==> src/qpc_defs.vh <==
// register map, field positions and constants of the phase counter
`ifndef QPC_DEFS_VH
`define QPC_DEFS_VH

// register byte addresses
`define QPC_A_CTRL     8'h00
`define QPC_A_IRQEN    8'h04
`define QPC_A_FILTPS   8'h08
`define QPC_A_COUNT    8'h0c
`define QPC_A_STATUS   8'h10

// control register fields
`define QPC_C_MODE_HI  2
`define QPC_C_MODE_LO  0
`define QPC_C_ASEL     3
`define QPC_C_BSEL     4
`define QPC_C_FILEN    5
`define QPC_C_RUN      6
`define QPC_C_EVA      7
`define QPC_C_EVB      8
`define QPC_C_W        9

// interrupt enable fields
`define QPC_I_MASTER   0
`define QPC_I_CMA      1
`define QPC_I_CMB      2
`define QPC_I_OVF      3
`define QPC_I_UDF      4
`define QPC_I_TIC      5
`define QPC_I_W        6

// status fields
`define QPC_S_CMA      0
`define QPC_S_CMB      1
`define QPC_S_OVF      2
`define QPC_S_UDF      3
`define QPC_S_TIC      4
`define QPC_S_W        5

// external mode codes
`define QPC_MODE_NORM  3'h0
`define QPC_MODE_PH1   3'h1
`define QPC_MODE_PH2   3'h2
`define QPC_MODE_PH3   3'h3
`define QPC_MODE_PH4   3'h4

// counter limits and reset values
`define QPC_CNT_MAX    16'hffff
`define QPC_CNT_ZERO   16'h0000
`define QPC_CNT_ONE    16'h0001
`define QPC_FPS_ZERO   8'h00
`define QPC_FPS_ONE    8'h01
`define QPC_RD_ZERO    16'h0000

`endif

==> src/qpc_counter.v <==
// phase-counting front end of one 16-bit timer channel
`timescale 1ns/1ps
`default_nettype none
`include "qpc_defs.vh"

// Function
// RQ1 - mode field codes 1..4 select phase counting modes one to four
// RQ2 - phase A source select picks comparator output over phase A pin
// RQ3 - phase B source select picks comparator output over phase B pin
// RQ4 - mode 1 counts on every edge of A and B by quadrature direction
// RQ5 - mode 2 counts only on A falling, up if B high, down if low
// RQ6 - mode 3: A falling with B high up, B falling with A high down
// RQ7 - mode 4 counts on B edges only, direction from A level
// RQ8 - with filter on, pass level only when three samples agree
// RQ9 - filter sampling rate comes from filter prescale register
// RQ10 - with filter off, inputs pass a two flip-flop synchroniser
// RQ11 - channel gives one interrupt request and events A and B
// RQ12 - interrupt needs master enable and an enabled pending source
// RQ13 - A enable lets compare match or capture A raise interrupt
// RQ14 - B enable lets compare match or capture B raise interrupt
// RQ15 - overflow enable lets counter overflow raise interrupt
// RQ16 - underflow enable lets underflow raise interrupt, phase modes only
// RQ17 - trigger enable lets external trigger event raise interrupt
// RQ18 - status records each source; writing one clears, zero keeps
// RQ19 - event A only from register A, event B only from register B
// RQ20 - events A and B are independent and may fire together
// RQ21 - counting up from ffff wraps to zero and sets overflow
// RQ22 - prescaler tick paces counting in phase modes as well
// RQ23 - counting down from zero wraps to ffff and sets underflow
// RQ24 - edges from level versus previous cycle; one step per cycle
module qpc_counter (
  // clock and reset
  input  wire        clk_in,
  input  wire        rst_n_in,
  // register port
  input  wire [7:0]  reg_addr_in,
  input  wire [15:0] reg_wdata_in,
  input  wire        reg_wr_in,
  input  wire        reg_rd_in,
  output reg  [15:0] reg_rdata_out,
  // phase inputs, asynchronous
  input  wire        phase_input_a_in,
  input  wire        phase_input_b_in,
  input  wire        comparator_a_in,
  input  wire        comparator_b_in,
  // channel events, same clock
  input  wire        prescale_tick_in,
  input  wire        match_a_in,
  input  wire        match_b_in,
  input  wire        capture_a_in,
  input  wire        capture_b_in,
  input  wire        ext_trigger_in,
  input  wire        counter_clear_in,
  // outputs
  output reg  [15:0] count_value_out,
  output reg         overflow_out,
  output reg         irq_out,
  output reg         event_a_out,
  output reg         event_b_out
);

  // --------------------------------------------------------------
  // step decode
  // --------------------------------------------------------------

  // returns {up, down}; a level counts only if that line is steady
  function [1:0] qpc_step;
    input [2:0] mode;
    input       a_old;
    input       a_now;
    input       b_old;
    input       b_old_unused;
    input       b_now;
    reg ar, af, br, bf, as, bs, up, dn;
    begin
      ar = ~a_old & a_now;
      af = a_old & ~a_now;
      br = ~b_old & b_now;
      bf = b_old & ~b_now;
      as = ~(ar | af);
      bs = ~(br | bf);
      up = 1'b0;
      dn = 1'b0;
      case (mode)
        // RQ4 mode one table
        `QPC_MODE_PH1: begin
          up = (as & ((br & a_now) | (bf & ~a_now)))
             | (bs & ((ar & ~b_now) | (af & b_now)));
          dn = (as & ((bf & a_now) | (br & ~a_now)))
             | (bs & ((ar & b_now) | (af & ~b_now)));
        end
        // RQ5 mode two table
        `QPC_MODE_PH2: begin
          up = bs & af & b_now;
          dn = bs & af & ~b_now;
        end
        // RQ6 mode three table
        `QPC_MODE_PH3: begin
          up = bs & af & b_now;
          dn = as & bf & a_now;
        end
        // RQ7 mode four table
        `QPC_MODE_PH4: begin
          up = as & ((br & a_now) | (bf & ~a_now));
          dn = as & ((bf & a_now) | (br & ~a_now));
        end
        default: begin
          up = 1'b0;
          dn = 1'b0;
        end
      endcase
      qpc_step = {up, dn};
    end
  endfunction

  // --------------------------------------------------------------
  // registers
  // --------------------------------------------------------------

  reg [`QPC_C_W-1:0] ctrl;
  reg [`QPC_I_W-1:0] irqen;
  reg [`QPC_S_W-1:0] status;
  reg [7:0]          filt_ps;

  wire [2:0] mode     = ctrl[`QPC_C_MODE_HI:`QPC_C_MODE_LO];
  wire       filen    = ctrl[`QPC_C_FILEN];
  // RQ1 phase mode decode
  wire       ph_mode  = (mode >= `QPC_MODE_PH1) && (mode <= `QPC_MODE_PH4);
  wire       wr_cnt   = reg_wr_in && (reg_addr_in == `QPC_A_COUNT);

  // --------------------------------------------------------------
  // input synchronisers
  // --------------------------------------------------------------

  reg [1:0] sync_a1;
  reg [1:0] sync_a2;
  reg [1:0] sync_b1;
  reg [1:0] sync_b2;

  // both pin and comparator paths are synchronised before the mux
  // so that a source switch never feeds a raw async level inward
  always @(posedge clk_in or negedge rst_n_in) begin
    if (!rst_n_in) begin
      sync_a1 <= 2'h0;
      sync_a2 <= 2'h0;
      sync_b1 <= 2'h0;
      sync_b2 <= 2'h0;
    end else begin
      // RQ10 two stage sync
      sync_a1 <= {comparator_a_in, phase_input_a_in};
      sync_a2 <= sync_a1;
      sync_b1 <= {comparator_b_in, phase_input_b_in};
      sync_b2 <= sync_b1;
    end
  end

  // RQ2 phase A source
  wire src_a = ctrl[`QPC_C_ASEL] ? sync_a2[1] : sync_a2[0];
  // RQ3 phase B source
  wire src_b = ctrl[`QPC_C_BSEL] ? sync_b2[1] : sync_b2[0];

  // --------------------------------------------------------------
  // noise filter
  // --------------------------------------------------------------

  reg [7:0] fdiv;
  reg       fsample;
  reg [2:0] hist_a;
  reg [2:0] hist_b;
  reg       filt_a;
  reg       filt_b;

  // RQ9 sample strobe every filt_ps plus one clocks
  always @(posedge clk_in or negedge rst_n_in) begin
    if (!rst_n_in) begin
      fdiv    <= `QPC_FPS_ZERO;
      fsample <= 1'b0;
    end else if (fdiv >= filt_ps) begin
      fdiv    <= `QPC_FPS_ZERO;
      fsample <= 1'b1;
    end else begin
      fdiv    <= fdiv + `QPC_FPS_ONE;
      fsample <= 1'b0;
    end
  end

  // RQ8 three sample vote
  always @(posedge clk_in or negedge rst_n_in) begin
    if (!rst_n_in) begin
      hist_a <= 3'h0;
      hist_b <= 3'h0;
      filt_a <= 1'b0;
      filt_b <= 1'b0;
    end else begin
      if (fsample) begin
        hist_a <= {hist_a[1:0], src_a};
        hist_b <= {hist_b[1:0], src_b};
      end
      // level only moves once all three samples agree
      if (&hist_a)
        filt_a <= 1'b1;
      else if (~|hist_a)
        filt_a <= 1'b0;
      if (&hist_b)
        filt_b <= 1'b1;
      else if (~|hist_b)
        filt_b <= 1'b0;
    end
  end

  // RQ10 bypass when filter off
  wire lvl_a = filen ? filt_a : src_a;
  wire lvl_b = filen ? filt_b : src_b;

  // --------------------------------------------------------------
  // edge detection and pacing
  // --------------------------------------------------------------

  reg  prev_a;
  reg  prev_b;
  reg  pend_up;
  reg  pend_dn;

  // RQ24 compare with previous cycle
  wire [1:0] step = qpc_step(mode, prev_a, lvl_a, prev_b, prev_b, lvl_b);

  // a held step cancels against an opposite new one; a step of the
  // same sign while one waits is dropped, so ticks must outpace edges
  wire now_up = pend_up | (step[1] & ~pend_dn);
  wire now_dn = pend_dn | (step[0] & ~pend_up);
  wire cancel = (pend_up & step[0]) | (pend_dn & step[1]);

  always @(posedge clk_in or negedge rst_n_in) begin
    if (!rst_n_in) begin
      prev_a  <= 1'b0;
      prev_b  <= 1'b0;
      pend_up <= 1'b0;
      pend_dn <= 1'b0;
    end else begin
      prev_a <= lvl_a;
      prev_b <= lvl_b;
      // RQ22 hold step until tick
      if (!ph_mode || cancel || prescale_tick_in || wr_cnt) begin
        pend_up <= 1'b0;
        pend_dn <= 1'b0;
      end else begin
        pend_up <= now_up;
        pend_dn <= now_dn;
      end
    end
  end

  // --------------------------------------------------------------
  // counter
  // --------------------------------------------------------------

  wire run    = ctrl[`QPC_C_RUN];
  wire go_up  = run & prescale_tick_in &
                (ph_mode ? (now_up & ~cancel) : 1'b1);
  wire go_dn  = run & prescale_tick_in & ph_mode & now_dn & ~cancel;
  // RQ21 overflow at top
  wire ovf_ev = go_up && (count_value_out == `QPC_CNT_MAX);
  // RQ23 underflow at zero
  wire udf_ev = go_dn && (count_value_out == `QPC_CNT_ZERO);

  // software write beats clear, clear beats a count step
  always @(posedge clk_in or negedge rst_n_in) begin
    if (!rst_n_in) begin
      count_value_out <= `QPC_CNT_ZERO;
      overflow_out    <= 1'b0;
    end else begin
      overflow_out <= ovf_ev & ~wr_cnt & ~counter_clear_in;
      if (wr_cnt)
        count_value_out <= reg_wdata_in;
      else if (counter_clear_in)
        count_value_out <= `QPC_CNT_ZERO;
      // RQ24 single step per cycle
      else if (go_up)
        count_value_out <= count_value_out + `QPC_CNT_ONE;
      else if (go_dn)
        count_value_out <= count_value_out - `QPC_CNT_ONE;
    end
  end

  // --------------------------------------------------------------
  // status, interrupt and events
  // --------------------------------------------------------------

  wire src_cma = match_a_in | capture_a_in;
  wire src_cmb = match_b_in | capture_b_in;
  wire [`QPC_S_W-1:0] set_v;
  wire [`QPC_S_W-1:0] clr_v;
  wire [`QPC_S_W-1:0] next_status;

  assign set_v[`QPC_S_CMA] = src_cma;
  assign set_v[`QPC_S_CMB] = src_cmb;
  assign set_v[`QPC_S_OVF] = ovf_ev & ~wr_cnt & ~counter_clear_in;
  // RQ16 underflow in phase modes
  assign set_v[`QPC_S_UDF] = udf_ev & ~wr_cnt & ~counter_clear_in;
  assign set_v[`QPC_S_TIC] = ext_trigger_in;
  // RQ18 write one clears
  assign clr_v = (reg_wr_in && reg_addr_in == `QPC_A_STATUS) ?
                 reg_wdata_in[`QPC_S_W-1:0] : {`QPC_S_W{1'b0}};
  // RQ18 set wins over clear
  assign next_status = (status & ~clr_v) | set_v;

  // RQ13 A source gate
  wire en_cma = irqen[`QPC_I_CMA] & next_status[`QPC_S_CMA];
  // RQ14 B source gate
  wire en_cmb = irqen[`QPC_I_CMB] & next_status[`QPC_S_CMB];
  // RQ15 overflow gate
  wire en_ovf = irqen[`QPC_I_OVF] & next_status[`QPC_S_OVF];
  // RQ16 underflow gate
  wire en_udf = irqen[`QPC_I_UDF] & next_status[`QPC_S_UDF];
  // RQ17 trigger gate
  wire en_tic = irqen[`QPC_I_TIC] & next_status[`QPC_S_TIC];

  // RQ11 one irq, two events
  always @(posedge clk_in or negedge rst_n_in) begin
    if (!rst_n_in) begin
      status      <= {`QPC_S_W{1'b0}};
      irq_out     <= 1'b0;
      event_a_out <= 1'b0;
      event_b_out <= 1'b0;
    end else begin
      status <= next_status;
      // RQ12 master enable gate
      irq_out <= irqen[`QPC_I_MASTER] &
                 (en_cma | en_cmb | en_ovf | en_udf | en_tic);
      // RQ19 event per register
      event_a_out <= ctrl[`QPC_C_EVA] & src_cma;
      // RQ20 independent events
      event_b_out <= ctrl[`QPC_C_EVB] & src_cmb;
    end
  end

  // --------------------------------------------------------------
  // register port
  // --------------------------------------------------------------

  // control writes take effect next cycle
  always @(posedge clk_in or negedge rst_n_in) begin
    if (!rst_n_in) begin
      ctrl    <= {`QPC_C_W{1'b0}};
      irqen   <= {`QPC_I_W{1'b0}};
      filt_ps <= `QPC_FPS_ZERO;
    end else if (reg_wr_in) begin
      case (reg_addr_in)
        `QPC_A_CTRL:   ctrl    <= reg_wdata_in[`QPC_C_W-1:0];
        `QPC_A_IRQEN:  irqen   <= reg_wdata_in[`QPC_I_W-1:0];
        `QPC_A_FILTPS: filt_ps <= reg_wdata_in[7:0];
        default: begin
          filt_ps <= filt_ps;
        end
      endcase
    end
  end

  // read data valid in the cycle after the strobe only
  always @(posedge clk_in or negedge rst_n_in) begin
    if (!rst_n_in) begin
      reg_rdata_out <= `QPC_RD_ZERO;
    end else if (reg_rd_in) begin
      case (reg_addr_in)
        `QPC_A_CTRL:   reg_rdata_out <= {7'h0, ctrl};
        `QPC_A_IRQEN:  reg_rdata_out <= {10'h0, irqen};
        `QPC_A_FILTPS: reg_rdata_out <= {8'h0, filt_ps};
        `QPC_A_COUNT:  reg_rdata_out <= count_value_out;
        `QPC_A_STATUS: reg_rdata_out <= {11'h0, status};
        default:       reg_rdata_out <= `QPC_RD_ZERO;
      endcase
    end else begin
      reg_rdata_out <= `QPC_RD_ZERO;
    end
  end

endmodule // qpc_counter

`default_nettype wire

==> config.mk <==
export PLATFORM = sky130hd
export DESIGN_NAME = qpc_counter
export DESIGN_NICKNAME = d
export VERILOG_FILES = /design/src/qpc_counter.v
export VERILOG_INCLUDE_DIRS = /design/src
export SDC_FILE = /design/constraint.sdc
export NUM_CORES = 1
export LEC_CHECK = 0
export BUFFER_PORTS_ARGS = -buffer_cell sky130_fd_sc_hd__buf_2
export CAP_MARGIN = 20
export CORE_ASPECT_RATIO = 1.25
export CORE_UTILIZATION = 37
export DETAILED_ROUTE_END_ITERATION = 7
export PLACE_DENSITY_LB_ADDON = 0.05
export RECOVER_POWER = 100
export SYNTH_ARGS = -nofsm -noshare
export SYNTH_HDL_FRONTEND = slang
export SYNTH_SLANG_ARGS = --single-unit
export TNS_END_PERCENT = 30
==> constraint.sdc <==
create_clock -name clk_in -period 4.48 [get_ports clk_in]
set_clock_uncertainty 0.1 [all_clocks]
set_input_delay 0.672 -clock clk_in [delete_from_list [all_inputs] [get_ports clk_in]]
set_output_delay 0.672 -clock clk_in [all_outputs]
set_load 0.02 [all_outputs]
---- Word-level counts from Yosys, hierarchy flattened ----
Index checks and enable logic that the tools add are counted.
storage, ports and cells
  bits in registers ....................... 93
  word-level logic and storage cells ...... 157
  output and inout bits ................... 36
  input bits .............................. 39
cells by class
  bitwise gates (word level) .............. 74
  reductions and logical operators ........ 20
  muxes and demuxes ....................... 22
  $add $sub $neg .......................... 3
  order comparisons ....................... 3
  equality and inequality tests ........... 11
operator list
  operator                                                               count
  16-bit 2-to-1 mux                                                      5
  16-bit case mux with 5 select lines                                    1
  1-bit AND                                                              43
  1-bit OR                                                               17
  16-bit by 1-bit adder with 16-bit output, second input constant        1
  16-bit equality test, second input constant                            1
  8-bit by 4-bit equality test with 1-bit output, second input constant  2
  16-bit zero test                                                       1
  16-bit by 1-bit subtractor with 16-bit output, second input constant   1
  1-bit 2-to-1 mux                                                       12
  1-bit NOT                                                              11
  8-bit by 1-bit adder with 8-bit output, second input constant          1
  8-bit by 3-bit equality test with 1-bit output, second input constant  1
  8-bit by 5-bit equality test with 1-bit output, second input constant  1
  8-bit greater-or-equal comparator                                      1
  8-bit zero test                                                        1
  8-bit 2-to-1 mux                                                       1
  3-bit by 2-bit equality test with 1-bit output, second input constant  2
  2-bit AND reduction                                                    3
  3-bit AND reduction                                                    2
  3-bit OR reduction                                                     2
  5-bit AND                                                              1
  1-bit logical AND                                                      5
  5-bit 2-to-1 mux                                                       1
  other kinds (13)                                                       16

---- Longest topological paths before layout ----
Gate-level depths: netlist of the first run.
  depth in word-level cells ............... 25
  mapped depth ............................ 21
  mapped depth without buffers ............ 19

---- Worst setup path after synthesis of the first run ----
Ideal clock, no wire load.
  kind .................................... register -> register
  start ................................... reg ctrl[3]
  end ..................................... reg count_value_out[15]
  arrival ................................. 4.426 ns
  required time ........................... 4.250 ns
  library setup time ...................... 0.130 ns
  clock period less this slack ............ 4.656 ns
  path slack .............................. -0.176 ns
  stages on the path, launching flop included .. 21
  buffers on the path ..................... 1
  cells stage by stage .................... dfrtp_1 > mux2_2 > o21ai_0 > inv_1 > ha_1 > and3b_1 > nand2_1 > mux2i_1 > or4b_1 > and4_4 > buf_6 > inv_1 > ha_1 > a21o_1 > a21o_1 > o21bai_1 > a21bo_2 > o21ai_0 > or3b_2 > nand4_1 > a21oi_1
between the ends
  longest elaborated chain between the ends .. 18
  elaborated cells between the ends (all ways) .. 49
  those cells by class .................... mux (8); bitwise (40); reduce/logical (1)
RTL lines
  what                                     line                                  source
  start: declaration                       qpc_counter.v:120                     reg [`QPC_C_W-1:0] ctrl;
  start signal: assignment                 qpc_counter.v:344                     ctrl <= {`QPC_C_W{1'b0}};
  start signal: assignment                 qpc_counter.v:349                     `QPC_A_CTRL: ctrl <= reg_wdata_in[`QPC_C_W-1:0];
  1-bit 2-to-1 mux *                       qpc_counter.v:158                     wire src_a = ctrl[`QPC_C_ASEL] ? sync_a2[1] : sync_a2[0];
  1-bit 2-to-1 mux *                       qpc_counter.v:212                     wire lvl_a = filen ? filt_a : src_a;
  named net lvl_a                          qpc_counter.v:212
  1-bit NOT                                --
  1-bit AND                                qpc_counter.v:77                      af = a_old & ~a_now;
  1-bit AND, or another cell as far along  qpc_counter.v:90                      | (bs & ((ar & b_now) | (af & ~b_now)));
  1-bit OR, or another cell as far along   qpc_counter.v:90
  1-bit AND (on tied branches)             --
  (+3 left out)                            --
  1-bit OR                                 qpc_counter.v:231                     wire cancel = (pend_up & step[0]) | (pend_dn & step[1]);
  1-bit NOT                                qpc_counter.v:259, qpc_counter.v:260
  1-bit AND                                qpc_counter.v:259                     (ph_mode ? (now_up & ~cancel) : 1'b1);
  1-bit 2-to-1 mux                         qpc_counter.v:259
  1-bit AND                                qpc_counter.v:258                     wire go_up = run & prescale_tick_in &
  16-bit 2-to-1 mux                        qpc_counter.v:278                     else if (go_up)
  16-bit 2-to-1 mux                        qpc_counter.v:275                     else if (counter_clear_in)
  16-bit 2-to-1 mux                        qpc_counter.v:273                     if (wr_cnt)
  end signal: assignment                   qpc_counter.v:274                     count_value_out <= reg_wdata_in;
  end signal: assignment                   qpc_counter.v:276                     count_value_out <= `QPC_CNT_ZERO;
  end signal: assignment                   qpc_counter.v:279                     count_value_out <= count_value_out + `QPC_CNT_ONE;
  end: declaration                         qpc_counter.v:55                      output reg [15:0] count_value_out,
Mark *: on every way through the listed nets, which the timed path passes. The rest lies on a longest branch.
A chain may end at the register's enable or synchronous reset.

---- Worst setup path in the final report of the first run ----
  start ................................... reg ctrl[3]
  end ..................................... reg count_value_out[15]
between the ends
  longest elaborated chain between the ends .. 18
  elaborated cells between the ends (all ways) .. 49
  those cells by class .................... mux (8); bitwise (40); reduce/logical (1)
RTL lines
  what                                     line
  1-bit 2-to-1 mux *                       qpc_counter.v:158
  1-bit 2-to-1 mux *                       qpc_counter.v:212
  1-bit NOT                                --
  1-bit AND                                qpc_counter.v:77
  1-bit AND, or another cell as far along  qpc_counter.v:90
  1-bit OR, or another cell as far along   qpc_counter.v:90
  1-bit AND (on tied branches)             --
  1-bit OR, or another cell as far along   qpc_counter.v:90
  (+2 left out)                            --
  1-bit OR                                 qpc_counter.v:231
  1-bit NOT                                qpc_counter.v:259, qpc_counter.v:260
  1-bit AND                                qpc_counter.v:259
  1-bit 2-to-1 mux                         qpc_counter.v:259
  1-bit AND                                qpc_counter.v:258
  16-bit 2-to-1 mux                        qpc_counter.v:278
  16-bit 2-to-1 mux                        qpc_counter.v:275
  16-bit 2-to-1 mux                        qpc_counter.v:273
Mark *: on every way between the ends. The rest lies on a longest branch, timed or not.

==> results.py, run 1 <==
metrics = {
    "worst_setup_path": {
        "critPathKind": "reg -> reg",
        "crit_arrival_ns": 4.47,
        "crit_path_end_kind": "register",
        "crit_fanout": 14,
        "critPathLaunchType": "register",
        "reg2reg_depth": 20,
        "cp.required_ns": 4.61,
        "r2r-end": "count_value_out[15]",
        "rr_startpoint": "ctrl[3]",
        "r2r_slack_ns": 0.15,
    },
    "synthesis": {
        "syn_nets": 545,
        "ys.flop_type": "dfrtp_1",
        "synth_seq_area_share_pct": 45.4,
        "yosysUniqueCellTypes": 62,
        "async_flop_share_pct": 100,
        "syn_area_mm2": 0.00512,
        "synth.ff_latch_count": 93,
        "yosys_warnings": 0,
        "syn_avg_cell_area_um2": 10.8,
        "synth_edf_count": 0,
        "synthCells": 476,
    },
    "sta": {
        "max_slew.worst_pin.slew_ns": 1.72,
        "drv_slew": 96,
        "rsz0062_at_grt": "yes",
        "finalWorstSetupSlack_ns": 0.146,
        "finalHoldViolations": 0,
        "setup_tns_ns": 0,
        "timing.fmax_mhz": 231,
        "post-route-period-util_pct": 96.7,
        "max-slew-margin-rel_pct": -15.0,
        "setup_viol": 0,
        "fin_crit_ns": 4.33,
    },
    "drt": {
        "routedWlPerCell_um": 18.9,
        "drc": 0,
        "first_pass_iters": 4,
        "wl_mm": 14.1,
        "via_count": 4044,
        "drtIter0Drc": 181,
        "drtAntennaViolNets": 0,
        "viasPerCell": 5.44,
    },
    "floorplan": {
        "die_y_um": 134,
        "ios": 75,
        "core.rowCount": 47,
        "core_mm2": 0.0133,
        "start_util_pct": 38.4,
        "die-area_mm2": 0.0143,
        "die_x_um": 107,
    },
    "global_route": {
        "grt_overflow": 0,
        "grt_pass1_vias": 4144,
        "track_usage_pct": 21.0,
        "grt_max_degree": 67,
        "antenna_found_initial": 0,
        "grt_first_pass_wirelength_mm": 22.4,
    },
    "outcome": {
        "status": "complete, but fails checks",
        "violations": "capacitance limit, slew limit",
    },
    "placement": {
        "dp_slack_ns": -0.204,
        "dp.cells": 722,
        "dp_hpwl_mm": 10.3,
        "place_congestion": 0.873,
        "io_buffers": 74,
    },
    "finish": {
        "final_nets": 637,
        "syn2layout_area_growth_pct": 22.0,
        "layout-drive-gt1-share_pct": 25.8,
        "multi_input_area_mm2": 0.00272,
        "final_cells": 744,
        "nFillCells": 1289,
        "seqCellArea_mm2": 0.00233,
        "antenna_cells": 0,
    },
    "power_and_ir_drop": {
        "p_leak_nw": 2.75,
        "powerDensity_mw_per_mm2": 468,
        "ir_worst_vdd_mv": 0.292,
    },
    "cts": {
        "holdBufCountCts": 0,
        "cts.htree.levels": 3,
        "clock_sinks": 93,
        "cts_root_buf": "clkbuf_16",
        "worstSkewPairLatency_ns": 0.35,
        "clk_pin_slew_ns": 0.07,
        "cts_made_buffers": 9,
        "cts_tree": "built",
        "clock_path_buffers": 2,
    },
    "min_path": {
        "hp-start": "sync_b1[1]",
        "hold_class": "reg -> reg",
        "hold-path-endpoint": "sync_b2[1]",
        "min_path_cells": 0,
    },
    "flow_run": {
        "cap_violations": 2,
    },
}
[final cells by class]
cell class / count / area share (%)
flip-flops and latches: 93 / 37.3
repair buffers: 101 / 8.45
clock inverters: 6 / 1.46
clock buffers: 10 / 3.83
well taps: 171 / 3.42
multi-input cells: 330 / 43.5
inverters: 33 / 2.04
[where the power goes]
group | total [mW] | switching (mW) | internal [mW]
clock network | 0.853 | 0.343 | 0.509
logic | 0.955 | 0.501 | 0.454
registers | 1.11 | 0.166 | 0.948
[timing repair]
action,4_1_cts,5_1_grt
setup endpoints to repair,5,8
setup buffers,0,6
resized for setup,6,22
pin swaps,1,16
[state kept, by name, indices dropped and copies added, names as in the netlist, 2 cells and up]
name,count
count_value_out,16
reg_rdata_out,16
ctrl,9
fdiv,8
filt_ps,8
irqen,6
status,5
hist_a,3
hist_b,3
sync_a1,2
sync_a2,2
sync_b1,2
sync_b2,2
[synthesized netlist by cell type (7+ instances only)]
master	n	area, um2
a211oi_1	12	90.1
a21o_1	15	113
a21oi_1	25	125
a221oi_1	7	61.3
clkbuf_1	7	26.3
dfrtp_1	93	2330
ha_1	29	363
inv_1	33	124
mux2_2	29	327
nand2_1	33	124
nand2b_1	7	43.8
nand3_1	11	55.1
nor2_1	14	52.6
nor3_1	12	60.1
nor4_1	7	43.8
o21ai_0	18	90.1
xnor2_1	11	96.3
xor2_1	10	87.6
[worst max-delay path by stage]
| stage | startpoint | to | cells past startpoint |
|---|---|---|---|
| after global placement | ctrl[4] | count_value_out[12] | 20 |
| after CTS | ctrl[4] | count_value_out[15] | 20 |
| final | ctrl[3] | count_value_out[15] | 20 |
| after floorplan | ctrl[3] | count_value_out[15] | 20 |
| after detailed placement | ctrl[4] | count_value_out[12] | 20 |
| after global routing | ctrl[4] | count_value_out[15] | 20 |
[layer usage]
metal  vias up  part of all wire (%)  track usage, %
li1       1924                     -               -
met1      2031                    45            27.5
met4         0                   1.1            6.93
met5         -                     0               0
met2        80                    50            35.0
met3         9                   3.5            3.42
[worst max-delay path: stages (launching register included)]
cell,delay (ns)
dfrtp_1,0.39
mux2_4,0.32
o21ai_4,0.16
buf_4,0.13
ha_1,0.22
inv_1,0.09
a2111oi_2,0.05
buf_4,0.15
or4b_1,0.51
and4_4,0.19
clkinvlp_4,0.08
buf_12,0.15
ha_1,0.25
a21oi_2,0.17
o21ai_1,0.10
a22oi_1,0.22
a21bo_2,0.20
o21ai_2,0.08
or3b_2,0.46
nand4_1,0.10
a21oi_1,0.07
[cells in the final DEF, fill, tap and decap left out, types with 6 or more instances in the layout]
cell type / Yosys / layout
xor2_1: 10 / 10
a21oi_1: 25 / 21
clkbuf_1: 7 / 40
inv_1: 33 / 31
o21ai_0: 18 / 12
nand2b_1: 7 / 7
mux4_2: 6 / 6
a211oi_1: 12 / 12
nor3_1: 12 / 11
a221oi_1: 7 / 7
buf_4: 1 / 23
xnor2_1: 11 / 11
nand3_1: 11 / 11
nand4_1: 6 / 6
nand2_1: 33 / 33
clkbuf_16: 0 / 9
dfrtp_1: 93 / 92
a22oi_1: 6 / 6
a21o_1: 15 / 15
nor2_1: 14 / 14
buf_2: 6 / 36
mux2_2: 29 / 26
a21oi_2: 6 / 10
nor4_1: 7 / 7
ha_1: 29 / 24
[metrics by stage]
stage	util, %	instance area [um2]	total power, mW	hold slack [ns]
finish	46.8	6250	2.92	0.250
global route	46.8	6250	3.11	0.259
global placement	43.5	5800	2.00	0.232
floorplan	-	5150	1.72	0.231
detailed placement	43.5	5800	2.02	0.236
CTS	46.2	6160	2.90	0.253
[logic make-up (layout without fill, tap and decap cells)]
logic type / after synthesis / after routing / share of synthesized area (%)
flip-flops: 93 / 93 / 45.4
adder cells (fa/ha/maj): 30 / 30 / 7.48
AND/OR/NAND/NOR: 122 / 122 / 13.0
buffers and inverters: 53 / 150 / 4.47
multiplexers: 39 / 39 / 9.80
XOR/XNOR: 21 / 21 / 3.59
AO/OA/AOI/OAI: 118 / 118 / 16.2
Note: power is estimated with default switching activity, not from simulation.
==> run 2, diff against run 1 <==
Settings changed: REMOVE_ABC_BUFFERS from default to 1.
==> results.py, run 2 (synthesis results as in run 1) <==
metrics = {
    "sta": {
        "fin_crit_ns": 4.34,
        "setup_viol": 0,
        "max_slew.worst_pin.slew_ns": 1.73,
        "post-route-period-util_pct": 96.9,
        "rsz0062_at_grt": "yes",
        "finalWorstSetupSlack_ns": 0.138,
        "max-slew-margin-rel_pct": -15.5,
        "timing.fmax_mhz": 230,
        "finalHoldViolations": 0,
        "drv_slew": 69,
    },
    "cts": {
        "clock_sinks": 93,
        "cts_tree": "built",
        "worstSkewPairLatency_ns": 0.34,
        "clock_path_buffers": 2,
        "cts_root_buf": "clkbuf_16",
        "clk_pin_slew_ns": 0.07,
        "cts.htree.levels": 3,
        "cts_made_buffers": 9,
        "holdBufCountCts": 0,
    },
    "floorplan": {
        "start_util_pct": 38.4,
        "core.rowCount": 47,
        "die_x_um": 107,
        "ios": 75,
        "die-area_mm2": 0.0143,
        "core_mm2": 0.0133,
        "die_y_um": 134,
    },
    "worst_setup_path": {
        "crit_cells": 19,
        "crit_arrival_ns": 4.47,
        "crit_family": "simple AND/OR/NAND/NOR gates",
        "crit_path_end_kind": "register",
        "critPathKind": "reg -> reg",
        "crit_buf_inv": 2,
        "cp_cell_sequence": "mux2_4, o21ai_2, inv_1, ha_2, and3b_2, nand2_1, mux2i_1, or4b_1, and4_4, buf_4, fa_2, nand3b_1, a21oi_2, o21bai_2, a21oi_2, o211a_1, o21a_1, o41ai_2, mux2_4",
        "cpMaxStageDelayCell": "or4b_1",
        "cp-endpoint": "count_value_out[12]",
        "crit_start": "ctrl[3]",
        "rr_startpoint": "ctrl[3]",
        "cp.required_ns": 4.61,
        "r2r-end": "count_value_out[12]",
        "reg2reg_depth": 19,
        "crit_fanout": 8,
        "slowest_delay_ns": 0.52,
        "r2r_slack_ns": 0.14,
        "critPathLaunchType": "register",
    },
    "power_and_ir_drop": {
        "p_leak_nw": 3.02,
        "powerDensity_mw_per_mm2": 444,
        "ir_worst_vdd_mv": 0.303,
        "total_power_mw": 2.93,
    },
    "global_route": {
        "track_usage_pct": 20.8,
        "grt_max_degree": 75,
        "antenna_found_initial": 0,
        "grt_overflow": 0,
        "grt_pass1_vias": 4155,
        "grt_first_pass_wirelength_mm": 22.4,
    },
    "finish": {
        "finalInstanceArea_mm2": 0.00660,
        "antenna_cells": 0,
        "syn2layout_area_growth_pct": 28.8,
        "nFillCells": 1270,
        "layout-drive-gt1-share_pct": 38.9,
        "final_cell_mix": "dfrtp_1 (92), buf_2 (71), buf_4 (47)",
        "layout_commonest_cell": "dfrtp_1",
        "reg_top3": "count_value_out: 16 flops, reg_rdata_out: 16 flops, ctrl: 9 flops",
        "final_nets": 668,
        "final_cells": 775,
    },
    "drt": {
        "drtAntennaViolNets": 0,
        "wl_mm": 14.1,
        "drc": 0,
        "routedWlPerCell_um": 18.3,
        "viasPerCell": 5.34,
        "drtIter0Drc": 143,
        "first_pass_iters": 4,
        "via_count": 4139,
    },
    "outcome": {
        "violations": "capacitance limit, slew limit",
        "status": "complete, but fails checks",
    },
    "min_path": {
        "hold_class": "in -> async",
    },
    "placement": {
        "dp_hpwl_mm": 10.3,
        "place_congestion": 0.802,
        "io_buffers": 74,
        "dp_slack_ns": -0.264,
        "dp.cells": 746,
        "dpl_cell_area_mm2": 0.00594,
    },
    "flow_run": {
        "cap_violations": 1,
    },
}
## run 2: cell types whose count changed in the layout (fill, tap and decap cells not counted), moves of 4 or more
cell      delta
clkbuf_1    -34
and2_0       -4
and2_1       +4
buf_6        +7
buf_4       +24
ha_2         +4
buf_2       +35
ha_1         -7
## run 2: per-stage QoR
| stage | hold slack [ns] | utilization, % | TNS (ns) |
|---|---|---|---|
| floorplan | 0.231 | - | -0.107 |
| global placement | 0.237 | 44.5 | -0.313 |
| detailed placement | 0.237 | 44.5 | -1.07 |
| CTS | 0.247 | 46.8 | 0 |
| global route | 0.132 | 49.4 | -0.284 |
| finish | 0.115 | 49.4 | 0 |
## run 2: report_power, final
group | switching [mW] | total [mW] | internal (mW)
clock network | 0.341 | 0.722 | 0.381
registers | 0.160 | 1.11 | 0.948
logic | 0.549 | 1.10 | 0.550
total | 1.05 | 2.93 | 1.88
## run 2: layer usage
metal	GRT usage [%]	routed length, um	part of all wire [%]	vias up
met5	0	0	0	-
met4	6.77	209	1.5	0
met3	3.13	396	2.8	12
met2	34.4	7060	50	72
met1	27.7	6480	46	2072
li1	-	-	-	1983
## run 2: layout make-up
cell class	count	area (um2)	share of cell area (%)
Clock inverter	6	46.3	0.702
Tap cell	171	214	3.24
Clock buffer	10	229	3.47
Inverter	33	128	1.93
Multi-Input combinational cell	330	2830	42.9
Sequential cell	93	2330	35.3
Timing Repair Buffer	131	811	12.3
Timing Repair inverter	1	7.51	0.114
## run 2: worst min-delay path by stage
| stage | end |
|---|---|
| final | hist_a[0] |
| after global routing | filt_a |
| after CTS | sync_b2[1] |
| after detailed placement | sync_b2[1] |
| after global placement | sync_b2[0] |
| after floorplan | sync_a2[0] |
## run 2: what timing repair did
item,CTS,global route
gates resized for setup,9,58
pin swaps,1,22
endpoints found under the setup margin,8,9
gates cloned,1,0
buffers inserted,0,11
## run 2: worst register-to-register path, stage by stage (launching register included)
cell and delay [ns]:
dfrtp_1 0.40, mux2_4 0.32, o21ai_2 0.15, inv_1 0.07, ha_2 0.18, and3b_2 0.21, nand2_1 0.06, mux2i_1 0.09
or4b_1 0.52, and4_4 0.24, buf_4 0.18, fa_2 0.35, nand3b_1 0.21, a21oi_2 0.19, o21bai_2 0.10, a21oi_2 0.19
o211a_1 0.20, o21a_1 0.13, o41ai_2 0.07, mux2_4 0.27
